**src/asp_params.svh**
```systemverilog
/*
  Offsets, field positions, reset values and timing figures of the serial port.
  Assumes a 32-bit AXI4-Lite register bus and one system clock.
*/
`ifndef ASP_PARAMS_SVH
`define ASP_PARAMS_SVH

`define ASP_IDX_DIV_LOW   8'hbd
`define ASP_IDX_CTRL_ONE  8'hbe
`define ASP_IDX_CTRL_TWO  8'hbf
`define ASP_IDX_FLAGS     8'hc0
`define ASP_IDX_DATA      8'hc1
`define ASP_IDX_IRQ_STAT  8'hc2

`define ASP_C1_PORT_ON    7
`define ASP_C1_TX_ON      6
`define ASP_C1_RX_ON      5
`define ASP_C1_MULTI      4
`define ASP_C1_STOP2      3
`define ASP_C1_NINE       2
`define ASP_C1_PAR_EN     1
`define ASP_C1_PAR_ODD    0

`define ASP_C2_SWAP       4
`define ASP_C2_TX_IRQ     3
`define ASP_C2_RX_IRQ     2

`define ASP_F_RX9         6
`define ASP_F_TX9         5
`define ASP_F_TXE         4
`define ASP_F_RXF         3
`define ASP_F_OVR         2
`define ASP_F_FRM         1
`define ASP_F_PAR         0

`define ASP_RST_DIV_LOW   8'h00
`define ASP_RST_CTRL_ONE  8'h00
`define ASP_RST_CTRL_TWO  8'h0c
`define ASP_RST_FLAGS     8'h00
`define ASP_RST_DATA      8'hff

`define ASP_OVERSAMPLE    16
`define ASP_MID_TICK      7

`endif

```
**src/asp_pkg.sv**
```systemverilog
/*
  Types shared by the serial port.
  Assumes asp_params.svh is available for constants.
*/
package asp_pkg;

  typedef enum logic [2:0] {
    ASP_IDLE  = 3'b000,
    ASP_START = 3'b001,
    ASP_DATA  = 3'b011,
    ASP_NINTH = 3'b010,
    ASP_STOP  = 3'b110
  } asp_state_t;

  typedef struct packed {
    logic portOn;
    logic txOn;
    logic rxOn;
    logic multi;
    logic stop2;
    logic nine;
    logic parEn;
    logic parOdd;
  } asp_ctrl_one_t;

  typedef struct packed {
    logic [2:0] spare;
    logic       swap;
    logic       txIrqOn;
    logic       rxIrqOn;
    logic [1:0] divHigh;
  } asp_ctrl_two_t;

endpackage : asp_pkg

```
**src/asp_serial_port.sv**
```systemverilog
/*
  Asynchronous serial port with AXI4-Lite register access.
  Assumes pins sampled synchronous to clk_sys and one master at a time.
*/
// The AXI4-Lite interface to the registers is this design's own decision.
`timescale 1ns/1ps
`include "asp_params.svh"

////////////////////////////////////////////////////////////////////////////////
// Functional notes
// divisor is ten bits, high two from control two
// zero divisor stops the baud clock
// bit rate is clock over sixteen times divisor
// control one bit 7 enables whole port
// control one bit 6 enables transmitter
// control one bit 5 enables receiver
// control one bit 4 selects multiprocessor mode; the code stores the bit but nothing reads it
// stop-width bit selects two or one stops
// control two bit 4 swaps pins
// interrupt enables gate flag requests
// status bit 6 holds received ninth bit
// status bit 5 transmitted ninth bit, parity
// status bit 4 set when send buffer empties
// status bit 3 set on new character
// flags cleared by writing zero only
// overflow sets bit 2, drops new data
// bad stop bit sets framing bit 1
// parity mismatch sets bit 0
// one data address, separate buffers
// nine or eight bits, odd or even parity
// write sends start, data, ninth, stops
module asp_serial_port
  import asp_pkg::*;
#(
  parameter int DIV_W = 10                   // Divisor width.
) (
  input  wire logic        clk_sys,          // System clock.
  input  wire logic        nrst,             // Synchronous reset, active low.
  input  wire logic [31:0] s_axi_awaddr,     // Write address.
  input  wire logic        s_axi_awvalid,    // Write address valid.
  output logic             s_axi_awready,    // Write address ready.
  input  wire logic [31:0] s_axi_wdata,      // Write data.
  input  wire logic [3:0]  s_axi_wstrb,      // Write strobes.
  input  wire logic        s_axi_wvalid,     // Write data valid.
  output logic             s_axi_wready,     // Write data ready.
  output logic [1:0]       s_axi_bresp,      // Write response.
  output logic             s_axi_bvalid,     // Write response valid.
  input  wire logic        s_axi_bready,     // Write response ready.
  input  wire logic [31:0] s_axi_araddr,     // Read address.
  input  wire logic        s_axi_arvalid,    // Read address valid.
  output logic             s_axi_arready,    // Read address ready.
  output logic [31:0]      s_axi_rdata,      // Read data.
  output logic [1:0]       s_axi_rresp,      // Read response.
  output logic             s_axi_rvalid,     // Read data valid.
  input  wire logic        s_axi_rready,     // Read data ready.
  input  wire logic        padA,             // Level on the normal receive pin.
  input  wire logic        padB,             // Level on the normal transmit pin.
  output logic             padAOut,          // Drive of the normal receive pin.
  output logic             padAOe,           // Enable of the normal receive pin.
  output logic             padBOut,          // Drive of the normal transmit pin.
  output logic             padBOe,           // Enable of the normal transmit pin.
  output logic             txIrq,            // Send buffer empty request.
  output logic             rxIrq             // Receive buffer full request.
);

  //////////////////////////////////////////////////////////////////////////////
  // Registers.
  logic [7:0]    divLow;
  asp_ctrl_one_t ctrlOne;
  asp_ctrl_two_t ctrlTwo;
  logic [7:0]    flags;
  logic [7:0]    rxBuf;
  logic [8:0]    txBuf;
  logic          txPend;

  function automatic logic [7:0] word_index(input logic [31:0] addr);
    word_index = addr[9:2];
  endfunction : word_index

  //////////////////////////////////////////////////////////////////////////////
  // Bus slave: a write is taken when address and data both stand.
  logic [31:0] awAddr;
  logic [31:0] wData;
  logic [3:0]  wStrb;
  logic        awHeld;
  logic        wHeld;
  wire  logic  wrFire = awHeld && wHeld && !s_axi_bvalid;
  wire  logic [7:0] wrIdx = word_index(awAddr);
  wire  logic  wrLane = wrFire && wStrb[0];
  wire  logic  wrDiv  = wrLane && (wrIdx == `ASP_IDX_DIV_LOW);
  wire  logic  wrC1   = wrLane && (wrIdx == `ASP_IDX_CTRL_ONE);
  wire  logic  wrC2   = wrLane && (wrIdx == `ASP_IDX_CTRL_TWO);
  wire  logic  wrFlg  = wrLane && (wrIdx == `ASP_IDX_FLAGS);
  wire  logic  wrDat  = wrLane && (wrIdx == `ASP_IDX_DATA);
  wire  logic  wrOk   = (wrIdx >= `ASP_IDX_DIV_LOW) && (wrIdx <= `ASP_IDX_IRQ_STAT);

  always_ff @(posedge clk_sys) begin
    if (!nrst) begin
      awHeld       <= 1'b0;
      wHeld        <= 1'b0;
      awAddr       <= 32'h0;
      wData        <= 32'h0;
      wStrb        <= 4'h0;
      s_axi_bvalid <= 1'b0;
      s_axi_bresp  <= 2'b00;
    end else begin
      if (s_axi_awvalid && s_axi_awready) begin
        awHeld <= 1'b1;
        awAddr <= s_axi_awaddr;
      end
      if (s_axi_wvalid && s_axi_wready) begin
        wHeld <= 1'b1;
        wData <= s_axi_wdata;
        wStrb <= s_axi_wstrb;
      end
      if (wrFire) begin
        awHeld       <= 1'b0;
        wHeld        <= 1'b0;
        s_axi_bvalid <= 1'b1;
        s_axi_bresp  <= wrOk ? 2'b00 : 2'b10;
      end else if (s_axi_bready) begin
        s_axi_bvalid <= 1'b0;
      end
    end
  end

  always_ff @(posedge clk_sys) begin
    if (!nrst) begin
      s_axi_awready <= 1'b0;
      s_axi_wready  <= 1'b0;
    end else begin
      s_axi_awready <= !awHeld && !(s_axi_awvalid && s_axi_awready) && !s_axi_bvalid;
      s_axi_wready  <= !wHeld && !(s_axi_wvalid && s_axi_wready) && !s_axi_bvalid;
    end
  end

  // Read path; a data port read returns the receive buffer only.
  wire logic [7:0] rdIdx = word_index(s_axi_araddr);
  wire logic       rdFire = s_axi_arvalid && s_axi_arready;
  wire logic [7:0] rdByte =
    (rdIdx == `ASP_IDX_DIV_LOW)  ? divLow :
    (rdIdx == `ASP_IDX_CTRL_ONE) ? ctrlOne :
    (rdIdx == `ASP_IDX_CTRL_TWO) ? ctrlTwo :
    (rdIdx == `ASP_IDX_FLAGS)    ? flags :
    (rdIdx == `ASP_IDX_DATA)     ? rxBuf :
    (rdIdx == `ASP_IDX_IRQ_STAT) ? {6'h0, rxIrq, txIrq} : 8'h00;
  wire logic       rdOk = (rdIdx >= `ASP_IDX_DIV_LOW) && (rdIdx <= `ASP_IDX_IRQ_STAT);

  always_ff @(posedge clk_sys) begin
    if (!nrst) begin
      s_axi_arready <= 1'b0;
      s_axi_rvalid  <= 1'b0;
      s_axi_rdata   <= 32'h0;
      s_axi_rresp   <= 2'b00;
    end else begin
      s_axi_arready <= !s_axi_rvalid && !rdFire;
      if (rdFire) begin
        s_axi_rvalid <= 1'b1;
        s_axi_rdata  <= {24'h0, rdByte};
        s_axi_rresp  <= rdOk ? 2'b00 : 2'b10;
      end else if (s_axi_rready) begin
        s_axi_rvalid <= 1'b0;
      end
    end
  end

  //////////////////////////////////////////////////////////////////////////////
  // Baud tick at sixteen times the bit rate.
  wire logic [DIV_W-1:0] divisor = {ctrlTwo.divHigh, divLow};
  logic [DIV_W-1:0]      baudCnt;
  logic                  tick;
  wire  logic            baudRun = ctrlOne.portOn && (divisor != '0);

  always_ff @(posedge clk_sys) begin
    if (!nrst || !baudRun) begin
      baudCnt <= '0;
      tick    <= 1'b0;
    end else if (baudCnt >= divisor - 1'b1) begin
      baudCnt <= '0;
      tick    <= 1'b1;
    end else begin
      baudCnt <= baudCnt + 1'b1;
      tick    <= 1'b0;
    end
  end

  // Pin routing under the swap bit.
  wire logic rxPin = ctrlTwo.swap ? padB : padA;
  logic      txLine;

  //////////////////////////////////////////////////////////////////////////////
  // Transmitter.
  asp_state_t txState;
  logic [3:0] txSub;
  logic [3:0] txBit;
  logic [8:0] txShift;
  wire  logic txGo = ctrlOne.portOn && ctrlOne.txOn;
  wire  logic [3:0] dataBits = 4'd8;
  wire  logic ninthUsed = ctrlOne.nine || ctrlOne.parEn;
  wire  logic txParity = ^txBuf[7:0] ^ ctrlOne.parOdd;
  wire  logic txNinth  = ctrlOne.parEn ? txParity : flags[`ASP_F_TX9];
  wire  logic txLast   = (txSub == 4'(`ASP_OVERSAMPLE - 1));
  wire  logic txDone   = tick && txLast && (txState == ASP_STOP) &&
                         (txBit == (ctrlOne.stop2 ? 4'd1 : 4'd0));
  wire  logic txLoad   = txGo && tick && (txState == ASP_IDLE) && txPend;

  always_ff @(posedge clk_sys) begin
    if (!nrst || !txGo) begin
      txState <= ASP_IDLE;
      txSub   <= 4'h0;
      txBit   <= 4'h0;
      txShift <= 9'h0;
      txLine  <= 1'b1;
    end else if (txLoad) begin
      txState <= ASP_START;
      txShift <= {txNinth, txBuf[7:0]};
      txSub   <= 4'h0;
      txBit   <= 4'h0;
      txLine  <= 1'b0;
    end else if (tick && txState != ASP_IDLE) begin
      txSub <= txSub + 4'h1;
      if (txLast) begin
        case (txState)
          ASP_START: begin
            txState <= ASP_DATA;
            txLine  <= txShift[0];
          end
          ASP_DATA: begin
            txShift <= {1'b0, txShift[8:1]};
            txBit   <= txBit + 4'h1;
            if (txBit == dataBits - 4'h1) begin
              txBit   <= 4'h0;
              txState <= ninthUsed ? ASP_NINTH : ASP_STOP;
              txLine  <= ninthUsed ? txShift[1] : 1'b1;
            end else begin
              txLine <= txShift[1];
            end
          end
          ASP_NINTH: begin
            txState <= ASP_STOP;
            txLine  <= 1'b1;
          end
          ASP_STOP: begin
            if (txDone) begin
              txState <= ASP_IDLE;
            end else begin
              txBit <= txBit + 4'h1;
            end
            txLine <= 1'b1;
          end
          default: txState <= ASP_IDLE;
        endcase
      end
    end
  end

  //////////////////////////////////////////////////////////////////////////////
  // Receiver samples at the middle of each bit.
  asp_state_t rxState;
  logic [3:0] rxSub;
  logic [3:0] rxBit;
  logic [8:0] rxShift;
  logic       rxDone;
  logic       rxFrameBad;
  logic       rxParBad;
  wire  logic rxGo  = ctrlOne.portOn && ctrlOne.rxOn;
  wire  logic rxMid = tick && (rxSub == 4'(`ASP_MID_TICK));
  wire  logic rxCalcPar = ^rxShift[7:0] ^ ctrlOne.parOdd;

  always_ff @(posedge clk_sys) begin
    if (!nrst || !rxGo) begin
      rxState    <= ASP_IDLE;
      rxSub      <= 4'h0;
      rxBit      <= 4'h0;
      rxShift    <= 9'h0;
      rxDone     <= 1'b0;
      rxFrameBad <= 1'b0;
      rxParBad   <= 1'b0;
    end else begin
      rxDone <= 1'b0;
      if (rxState == ASP_IDLE) begin
        rxSub <= 4'h0;
        rxBit <= 4'h0;
        if (tick && !rxPin) begin
          rxState <= ASP_START;
        end
      end else if (tick) begin
        rxSub <= rxSub + 4'h1;
        if (rxMid) begin
          case (rxState)
            ASP_START: begin
              rxState  <= rxPin ? ASP_IDLE : ASP_DATA;
              rxParBad <= 1'b0;
            end
            ASP_DATA: begin
              rxShift <= {1'b0, rxPin, rxShift[7:1]};
              rxBit   <= rxBit + 4'h1;
              if (rxBit == dataBits - 4'h1) begin
                rxState <= ninthUsed ? ASP_NINTH : ASP_STOP;
              end
            end
            ASP_NINTH: begin
              rxShift[8] <= rxPin;
              rxParBad   <= ctrlOne.parEn && (rxPin != rxCalcPar);
              rxState    <= ASP_STOP;
            end
            ASP_STOP: begin
              rxFrameBad <= !rxPin;
              rxDone     <= 1'b1;
              rxState    <= ASP_IDLE;
            end
            default: rxState <= ASP_IDLE;
          endcase
        end
      end
    end
  end

  //////////////////////////////////////////////////////////////////////////////
  // Control registers, buffers and flags; hardware set wins over a clear.
  wire logic [7:0] wb = wData[7:0];
  wire logic [7:0] flagKeep = wrFlg ? wb : 8'hff;
  wire logic       rxAccept = rxDone && !flags[`ASP_F_RXF];

  always_ff @(posedge clk_sys) begin
    if (!nrst) begin
      divLow  <= `ASP_RST_DIV_LOW;
      ctrlOne <= `ASP_RST_CTRL_ONE;
      ctrlTwo <= `ASP_RST_CTRL_TWO;
      flags   <= `ASP_RST_FLAGS;
      rxBuf   <= `ASP_RST_DATA;
      txBuf   <= 9'h0;
      txPend  <= 1'b0;
    end else begin
      if (wrDiv) begin
        divLow <= wb;
      end
      if (wrC1) begin
        ctrlOne <= wb;
      end
      if (wrC2) begin
        ctrlTwo <= {3'b000, wb[4:0]};
      end
      if (wrDat && txGo) begin
        txBuf  <= {1'b0, wb};
        txPend <= 1'b1;
      end else if (txLoad) begin
        txPend <= 1'b0;
      end
      flags[`ASP_F_TXE] <= (flags[`ASP_F_TXE] & flagKeep[`ASP_F_TXE]) | txLoad;
      flags[`ASP_F_RXF] <= (flags[`ASP_F_RXF] & flagKeep[`ASP_F_RXF]) | rxAccept;
      flags[`ASP_F_OVR] <= (flags[`ASP_F_OVR] & flagKeep[`ASP_F_OVR]) |
                           (rxDone && flags[`ASP_F_RXF]);
      flags[`ASP_F_FRM] <= (flags[`ASP_F_FRM] & flagKeep[`ASP_F_FRM]) |
                           (rxAccept && rxFrameBad);
      flags[`ASP_F_PAR] <= (flags[`ASP_F_PAR] & flagKeep[`ASP_F_PAR]) |
                           (rxAccept && rxParBad);
      if (wrFlg && !ctrlOne.parEn) begin
        flags[`ASP_F_TX9] <= wb[`ASP_F_TX9];
      end else if (txLoad && ctrlOne.parEn) begin
        flags[`ASP_F_TX9] <= txNinth;
      end
      if (rxAccept) begin
        rxBuf             <= rxShift[7:0];
        flags[`ASP_F_RX9] <= rxShift[8];
      end
      flags[7] <= 1'b0;
    end
  end

  //////////////////////////////////////////////////////////////////////////////
  // Pins and requests.
  always_ff @(posedge clk_sys) begin
    if (!nrst) begin
      padAOut <= 1'b1;
      padAOe  <= 1'b0;
      padBOut <= 1'b1;
      padBOe  <= 1'b0;
      txIrq   <= 1'b0;
      rxIrq   <= 1'b0;
    end else begin
      padAOut <= txLine;
      padBOut <= txLine;
      padAOe  <= txGo && ctrlTwo.swap;
      padBOe  <= txGo && !ctrlTwo.swap;
      txIrq   <= ctrlTwo.txIrqOn && flags[`ASP_F_TXE];
      rxIrq   <= ctrlTwo.rxIrqOn && flags[`ASP_F_RXF];
    end
  end

endmodule : asp_serial_port

```
**config.mk**
```make
export PLATFORM = sky130hd
export DESIGN_NAME = asp_serial_port
export DESIGN_NICKNAME = d
export VERILOG_FILES = /design/src/asp_pkg.sv /design/src/asp_serial_port.sv
export VERILOG_INCLUDE_DIRS = /design/src
export SDC_FILE = /design/constraint.sdc
export NUM_CORES = 1
export LEC_CHECK = 0
export ABC_AREA = 1
export BUFFER_PORTS_ARGS = -buffer_cell sky130_fd_sc_hd__buf_2
export CAP_MARGIN = 15
export CORE_MARGIN = 5
export CORE_UTILIZATION = 55
export DETAILED_ROUTE_END_ITERATION = 7
export PLACE_DENSITY = 0.85
export SYNTH_ARGS = -nofsm -noshare
export SYNTH_HDL_FRONTEND = slang
export SYNTH_SLANG_ARGS = --single-unit
```
**constraint.sdc**
```tcl
create_clock -name clk_sys -period 3.7 [get_ports clk_sys]
set_input_delay 0.555 -clock clk_sys [delete_from_list [all_inputs] [get_ports clk_sys]]
set_output_delay 0.555 -clock clk_sys [all_outputs]
set_load 0.02 [all_outputs]
```
# --- Word level (Yosys, flattened, before mapping) ---
# Index checks and enable logic that the tools add are counted.
op_classes:
  bitwise_logic: 16
  eq_ne: 32
  addsub: 6
  n_reduce_logical: 97
  order_cmp: 5
  n_mux: 51
ops:
  columns: ["cell", "n"]
  rows:
  - ["equality test 8 bit (second input constant)", 11]
  - ["logical AND 1 bit", 42]
  - ["two-way mux 8 bit", 5]
  - ["two-way mux 9 bit", 4]
  - ["AND reduction 4 bit", 8]
  - ["two-way mux 3 bit", 8]
  - ["nonzero test 2 bit", 12]
  - ["two-way mux 1 bit", 21]
  - ["adder 4 x 1 -> 4 bit (second input constant)", 4]
  - [">= comparator 8 bit (second input constant)", 2]
  - ["<= comparator 8 bit (second input constant)", 2]
  - ["parity 8 bit", 2]
  - ["logical NOT 1 bit", 15]
  - ["equality test 3 x 2 -> 1 bit (second input constant)", 4]
  - ["equality test 4 x 3 -> 1 bit (second input constant)", 3]
  - ["case mux 3 bit (4 select lines)", 1]
  - ["adder 10 x 1 -> 10 bit (second input constant)", 1]
  - [">= comparator 10 bit", 1]
  - ["nonzero test 10 bit", 1]
  - ["OR reduction 2 bit", 5]
  - ["subtractor 10 x 1 -> 10 bit (second input constant)", 1]
  - ["!= test 3 bit (second input constant)", 3]
  - ["case mux 3 bit (3 select lines)", 1]
  - ["AND reduction 3 bit", 3]
  - ["other kinds (22)", 47]
word_totals:
  elab_cells: 261
  register_bits: 144
  output_inout_bits: 47

# --- Depth between registers and ports, before layout ---
logic_depth:
  depth_word: 9
  mapped_depth: 13

# --- Least setup slack after synthesis ---
# OpenSTA, ideal clock, no wires.
synth_path:
  kind: "register -> register"
  from: "register divLow[2]"
  to: "register baudCnt[7]"
  n_path_buf: 0
  path_stages_with_launch: 14
  required_ps: 3585
  t_arrival_ps: 2092
  slack_ps: 1493
  path_cell_list: "dfxtp_1 > nor2_1 > nand4_1 > nor3_1 > nand3_1 > xor2_1 > inv_1 > ha_1 > nand2_1 > nor2_1 > o211ai_1 > nand4_1 > nor2_1 > and2_1"
synth_via:
  elab_chain_len: 5
  word_cells_on_any_way: 7
  classes_between: "add/sub (1); order compare (1); reduce/logical (5)"
synth_lines:
  columns: ["element", "line", "rtl"]
  rows:
  - ["from (decl)", "asp_serial_port.sv:68", "logic [7:0] divLow;"]
  - ["from (signal assigned)", "asp_serial_port.sv:327", "divLow <= `ASP_RST_DIV_LOW;"]
  - ["from (signal assigned)", "asp_serial_port.sv:336", "divLow <= wb;"]
  - ["branches (longest 4 deep; another with subtractor 10 x 1 -> 10 bit)", null, null]
  - ["OR reduction 2 bit (no line) (*)", null, null]
  - ["to (signal assigned)", "asp_serial_port.sv:182", "baudCnt <= baudCnt + 1'b1;"]
  - ["to (decl)", "asp_serial_port.sv:170", "logic [DIV_W-1:0] baudCnt;"]
# Mark *: on every way between the ends.
# A chain may end at the register's enable or synchronous reset.

# --- Worst setup path after layout ---
# Ends and elaborated chain as after synthesis.

==> metrics.md <==
| Metric | Value |
|---|---|
| Status | finished clean |
| Buffer depth of the longest clock path | 2 |
| Port buffer count | 54 |
| Number of antenna violations at the first check in global routing | 0 |
| Clock Skews | between 0.007 and 0.008 ns |
| Asr flop ratio synth | 0% |
| FF+latch count, synth | 139 |
| Detailed-router iteration count before antenna repair | 5 |
| Number of max-cap violations | 0 |
| Library cells used by synthesis | 46 |
| Detailed-route DRC error count | 0 |
| Crit path arrival time | between 3 and 4 ns |
| Pwr/cell area | around 460 nW/µm² |
| Number of sinks driven by the clock tree | 139 |
| Top-area cell type share of the netlist area | 40.4% |
| Resized Gates After CTS | 0 |
| Aggregate global-route resource usage | 21.9% |
| Most instantiated flip-flop cell in the synthesis netlist | sky130_fd_sc_hd__dfxtp_1 |
| Leading post-synthesis cells by cell area | sky130_fd_sc_hd__dfxtp_1, sky130_fd_sc_hd__nand2_1, sky130_fd_sc_hd__nor2_1 |
| Setup repair after global routing missed its margin | false |
| Detail Route Antenna Nets | 0 |
| Final-report hold violation count | 0 |
| Initial Util | between 50% and 60% |
| Relative area change from synthesis to final layout | 13.5% |
| Footprint of the multi-input gates | 3470 µm² |
| Pin count of the biggest net entering global routing | 56 |
| Register-to-Register Setup Slack | between 0.9 and 1 ns |
| Setup repair bufs after CTS | 0 |
| Floorplan die area | 14,900 µm² |
| Post-CTS Hold Buffers | 0 |
| Register-to-Register Path Depth | 12 |
| First-pass GRT wire length | between 20,000 and 30,000 µm |
| Total wire length after detailed routing | 15,800 µm |
| Max-slew violation total from the final report | 0 |
| Routed wire length per instance | 13.3 µm |
| Number of nets in the finished design | between 1,000 and 1,500 |
| Final setup viols | 0 |
| Syn Std Cell Area | 6890 µm² |
| Fraction of layout cells with a size suffix above 1 | a little under an eighth |
| Die height | between 100 and 150 µm |
| Chip Width | 122 µm |
| Post-route design area | between 7000 and 8000 µm² |
| Post-synth EDFFs | 0 |
| Worst max-slew margin expressed relative to the limit | a little under half |
| Capture point of the critical path | baudCnt[7] |
| FILL cells | 1,028 |
| Iter 0 DRT Violations | 436 |
| Top-level port count | 156 |
| CTS root buf | sky130_fd_sc_hd__clkbuf_16 |
| Syn avg cell area | 7.25 µm² |
| Critical path class | flop to flop |
| Number of rows created at floorplan | 40 |
| Static leakage power | 3.46 nW |
| Final hold slack | 0.326 ns |
| Start of the worst register-to-register path | divLow[2] |
| Warnings from Yosys | 0 |
| Routability-driven placement congestion ratio | 0.898 |
| Level count of the clock H-tree | 4 |
| Setup TNS after final layout | 0 ns |
| Shortest clock period the worst path allows after layout | 2.72 ns |
| Slew @ Worst Pin | 0.781 ns |
| Peak supply drop | 0.243 mV |
| Insertion delay of the later-clocked pin in the worst-skew pair | 0.42 ns |
| HPWL Detailed | 11,500 µm |
| CTS clk-pin slew, worst paths | 0.06 ns |
| Top cell type by total area after synthesis | sky130_fd_sc_hd__dfxtp_1 |
| Placeable core region | 12,200 µm² |
| Critical path capture point type | flop |
| Vias per std cell | 5.26 |
| Start point of the critical path | divLow[2] |
| Reg-to-Reg End | baudCnt[7] |
| Fmax achieved | 367 MHz |
| Top cells by count, synth | sky130_fd_sc_hd__nand2_1, sky130_fd_sc_hd__dfxtp_1, sky130_fd_sc_hd__nor2_1 |
| Number of cells produced by synthesis | 950 |
| Via count of the first global-routing pass | 5,711 |
| Startpoint kind of the worst setup timing path | flop |
| Most frequently used cell type in the post-synthesis netlist | sky130_fd_sc_hd__nand2_1 |
| Clock tree from TritonCTS | done |
| Tightest Hold Check Type | input pin to flop |
| Final worst path period share | about three quarters |
| Routed vias | 6,217 |
| Final antenna diode count | 0 |
| Util after Layout | 64.3% |
| Critical Path RT | 4.06 ns |
| Global route total overflow | 0 |
| Sequential-to-total area share from yosys stat | 40.4% |
| Area occupied by registers | 2780 µm² |
| Total clock buffers created by CTS | 17 |
| Post-DP Area | 7160 µm² |
| Top fanout value on the critical path | 9 |
==> power by group <==
group / leakage (nW) / switching [mW] / internal [mW]
logic: 2.02 / 0.102 / 0.0392
registers: 1.12 / 0.0227 / 1.52
clock network: 0.323 / 0.633 / 1.25
total: 3.46 / 0.758 / 2.80
==> registers in the layout, indices dropped and copies added (netlist names), 5 cells and up <==
name,count
wData,8
awAddr,8
ctrlTwo,5
rxBuf,8
s_axi_rdata,8
flags,7
baudCnt,10
ctrlOne,8
divLow,8
txShift,9
txBuf,8
rxShift,9
==> critical path, cell delays in order (launching register included) <==
cell,delay [ns]
sky130_fd_sc_hd__dfxtp_1,0.34
sky130_fd_sc_hd__nor2_1,0.14
sky130_fd_sc_hd__nand4_1,0.15
sky130_fd_sc_hd__nor3_1,0.30
sky130_fd_sc_hd__nand3_1,0.14
sky130_fd_sc_hd__xor2_1,0.15
sky130_fd_sc_hd__inv_1,0.05
sky130_fd_sc_hd__ha_1,0.31
sky130_fd_sc_hd__a21oi_1,0.14
sky130_fd_sc_hd__o21a_1,0.14
sky130_fd_sc_hd__nand4_1,0.36
sky130_fd_sc_hd__nor2_1,0.29
sky130_fd_sc_hd__and2_1,0.15
==> stage by stage <==
stage | std cells | total power, mW | worst slack, ns
final | 1183 | 3.56 | 0.977
after CTS | 1183 | 3.58 | 0.974
after detailed placement | 1151 | 1.71 | 0.975
after floorplan | 975 | 1.68 | 1.49
after global placement | 1151 | 1.71 | 1.09
after global routing | 1183 | 3.67 | 0.632
==> area by class of cell <==
cell class                      count  area share (%)
Clock buffer                       21            6.02
Tap cell                          168            2.69
Clock inverter                     11            2.43
Inverter                          111            5.33
Timing Repair Buffer               55            3.55
Sequential cell                   139            35.6
Multi-Input combinational cell    678            44.4
==> kinds of logic (layout without fill, tap and decap cells) <==
family                     after synthesis  in the layout  synth area share [%]
buffers and inverters                  158            198                  10.6
other                                    1             26                0.0544
xor gates and xnor gates                23             23                  2.92
AOI/OAI and AO/OA                      193            193                  16.0
and+or+nand+nor                        420            420                  27.1
adders and majority gates               16             16                  2.90
DFF                                    139            139                  40.4
==> routing by layer <==
layer  part of all wire (%)  GRT usage (%)
met1                     45           27.9
met2                     47           36.1
met3                    5.9           4.46
met5                      0              0
met4                    2.0           9.03
==> worst min path at each step <==
stage,slack (ns),depth (start not counted),end,startpoint
floorplan,0.39,2,padBOut,txLine
global placement,0.43,2,s_axi_rdata[5],s_axi_rdata[5]
detailed placement,0.44,2,s_axi_rdata[0],s_axi_rdata[0]
CTS,0.32,2,s_axi_rvalid,s_axi_rready
global route,0.32,2,s_axi_rvalid,s_axi_rready
finish,0.33,2,s_axi_rvalid,s_axi_rready
==> cells in the final DEF, fill, tap and decap left out, types with 5 or more instances in the layout <==
cell type,Yosys,final
sky130_fd_sc_hd__a211oi_2,8,8
sky130_fd_sc_hd__a21oi_1,73,73
sky130_fd_sc_hd__buf_2,3,54
sky130_fd_sc_hd__bufinv_16,0,5
sky130_fd_sc_hd__clkbuf_16,0,17
sky130_fd_sc_hd__conb_1,1,26
sky130_fd_sc_hd__dfxtp_1,139,139
sky130_fd_sc_hd__ha_1,16,16
sky130_fd_sc_hd__inv_1,106,106
sky130_fd_sc_hd__inv_2,5,5
sky130_fd_sc_hd__nand2_1,183,183
sky130_fd_sc_hd__nand3_1,61,61
sky130_fd_sc_hd__nand4_1,13,13
sky130_fd_sc_hd__nor2_1,117,117
sky130_fd_sc_hd__nor3_1,17,17
sky130_fd_sc_hd__o211ai_1,11,11
sky130_fd_sc_hd__o21ai_0,76,76
sky130_fd_sc_hd__o21ai_1,7,7
sky130_fd_sc_hd__xnor2_1,8,8
sky130_fd_sc_hd__xor2_1,15,15
Power figures use the tool's default switching activity.
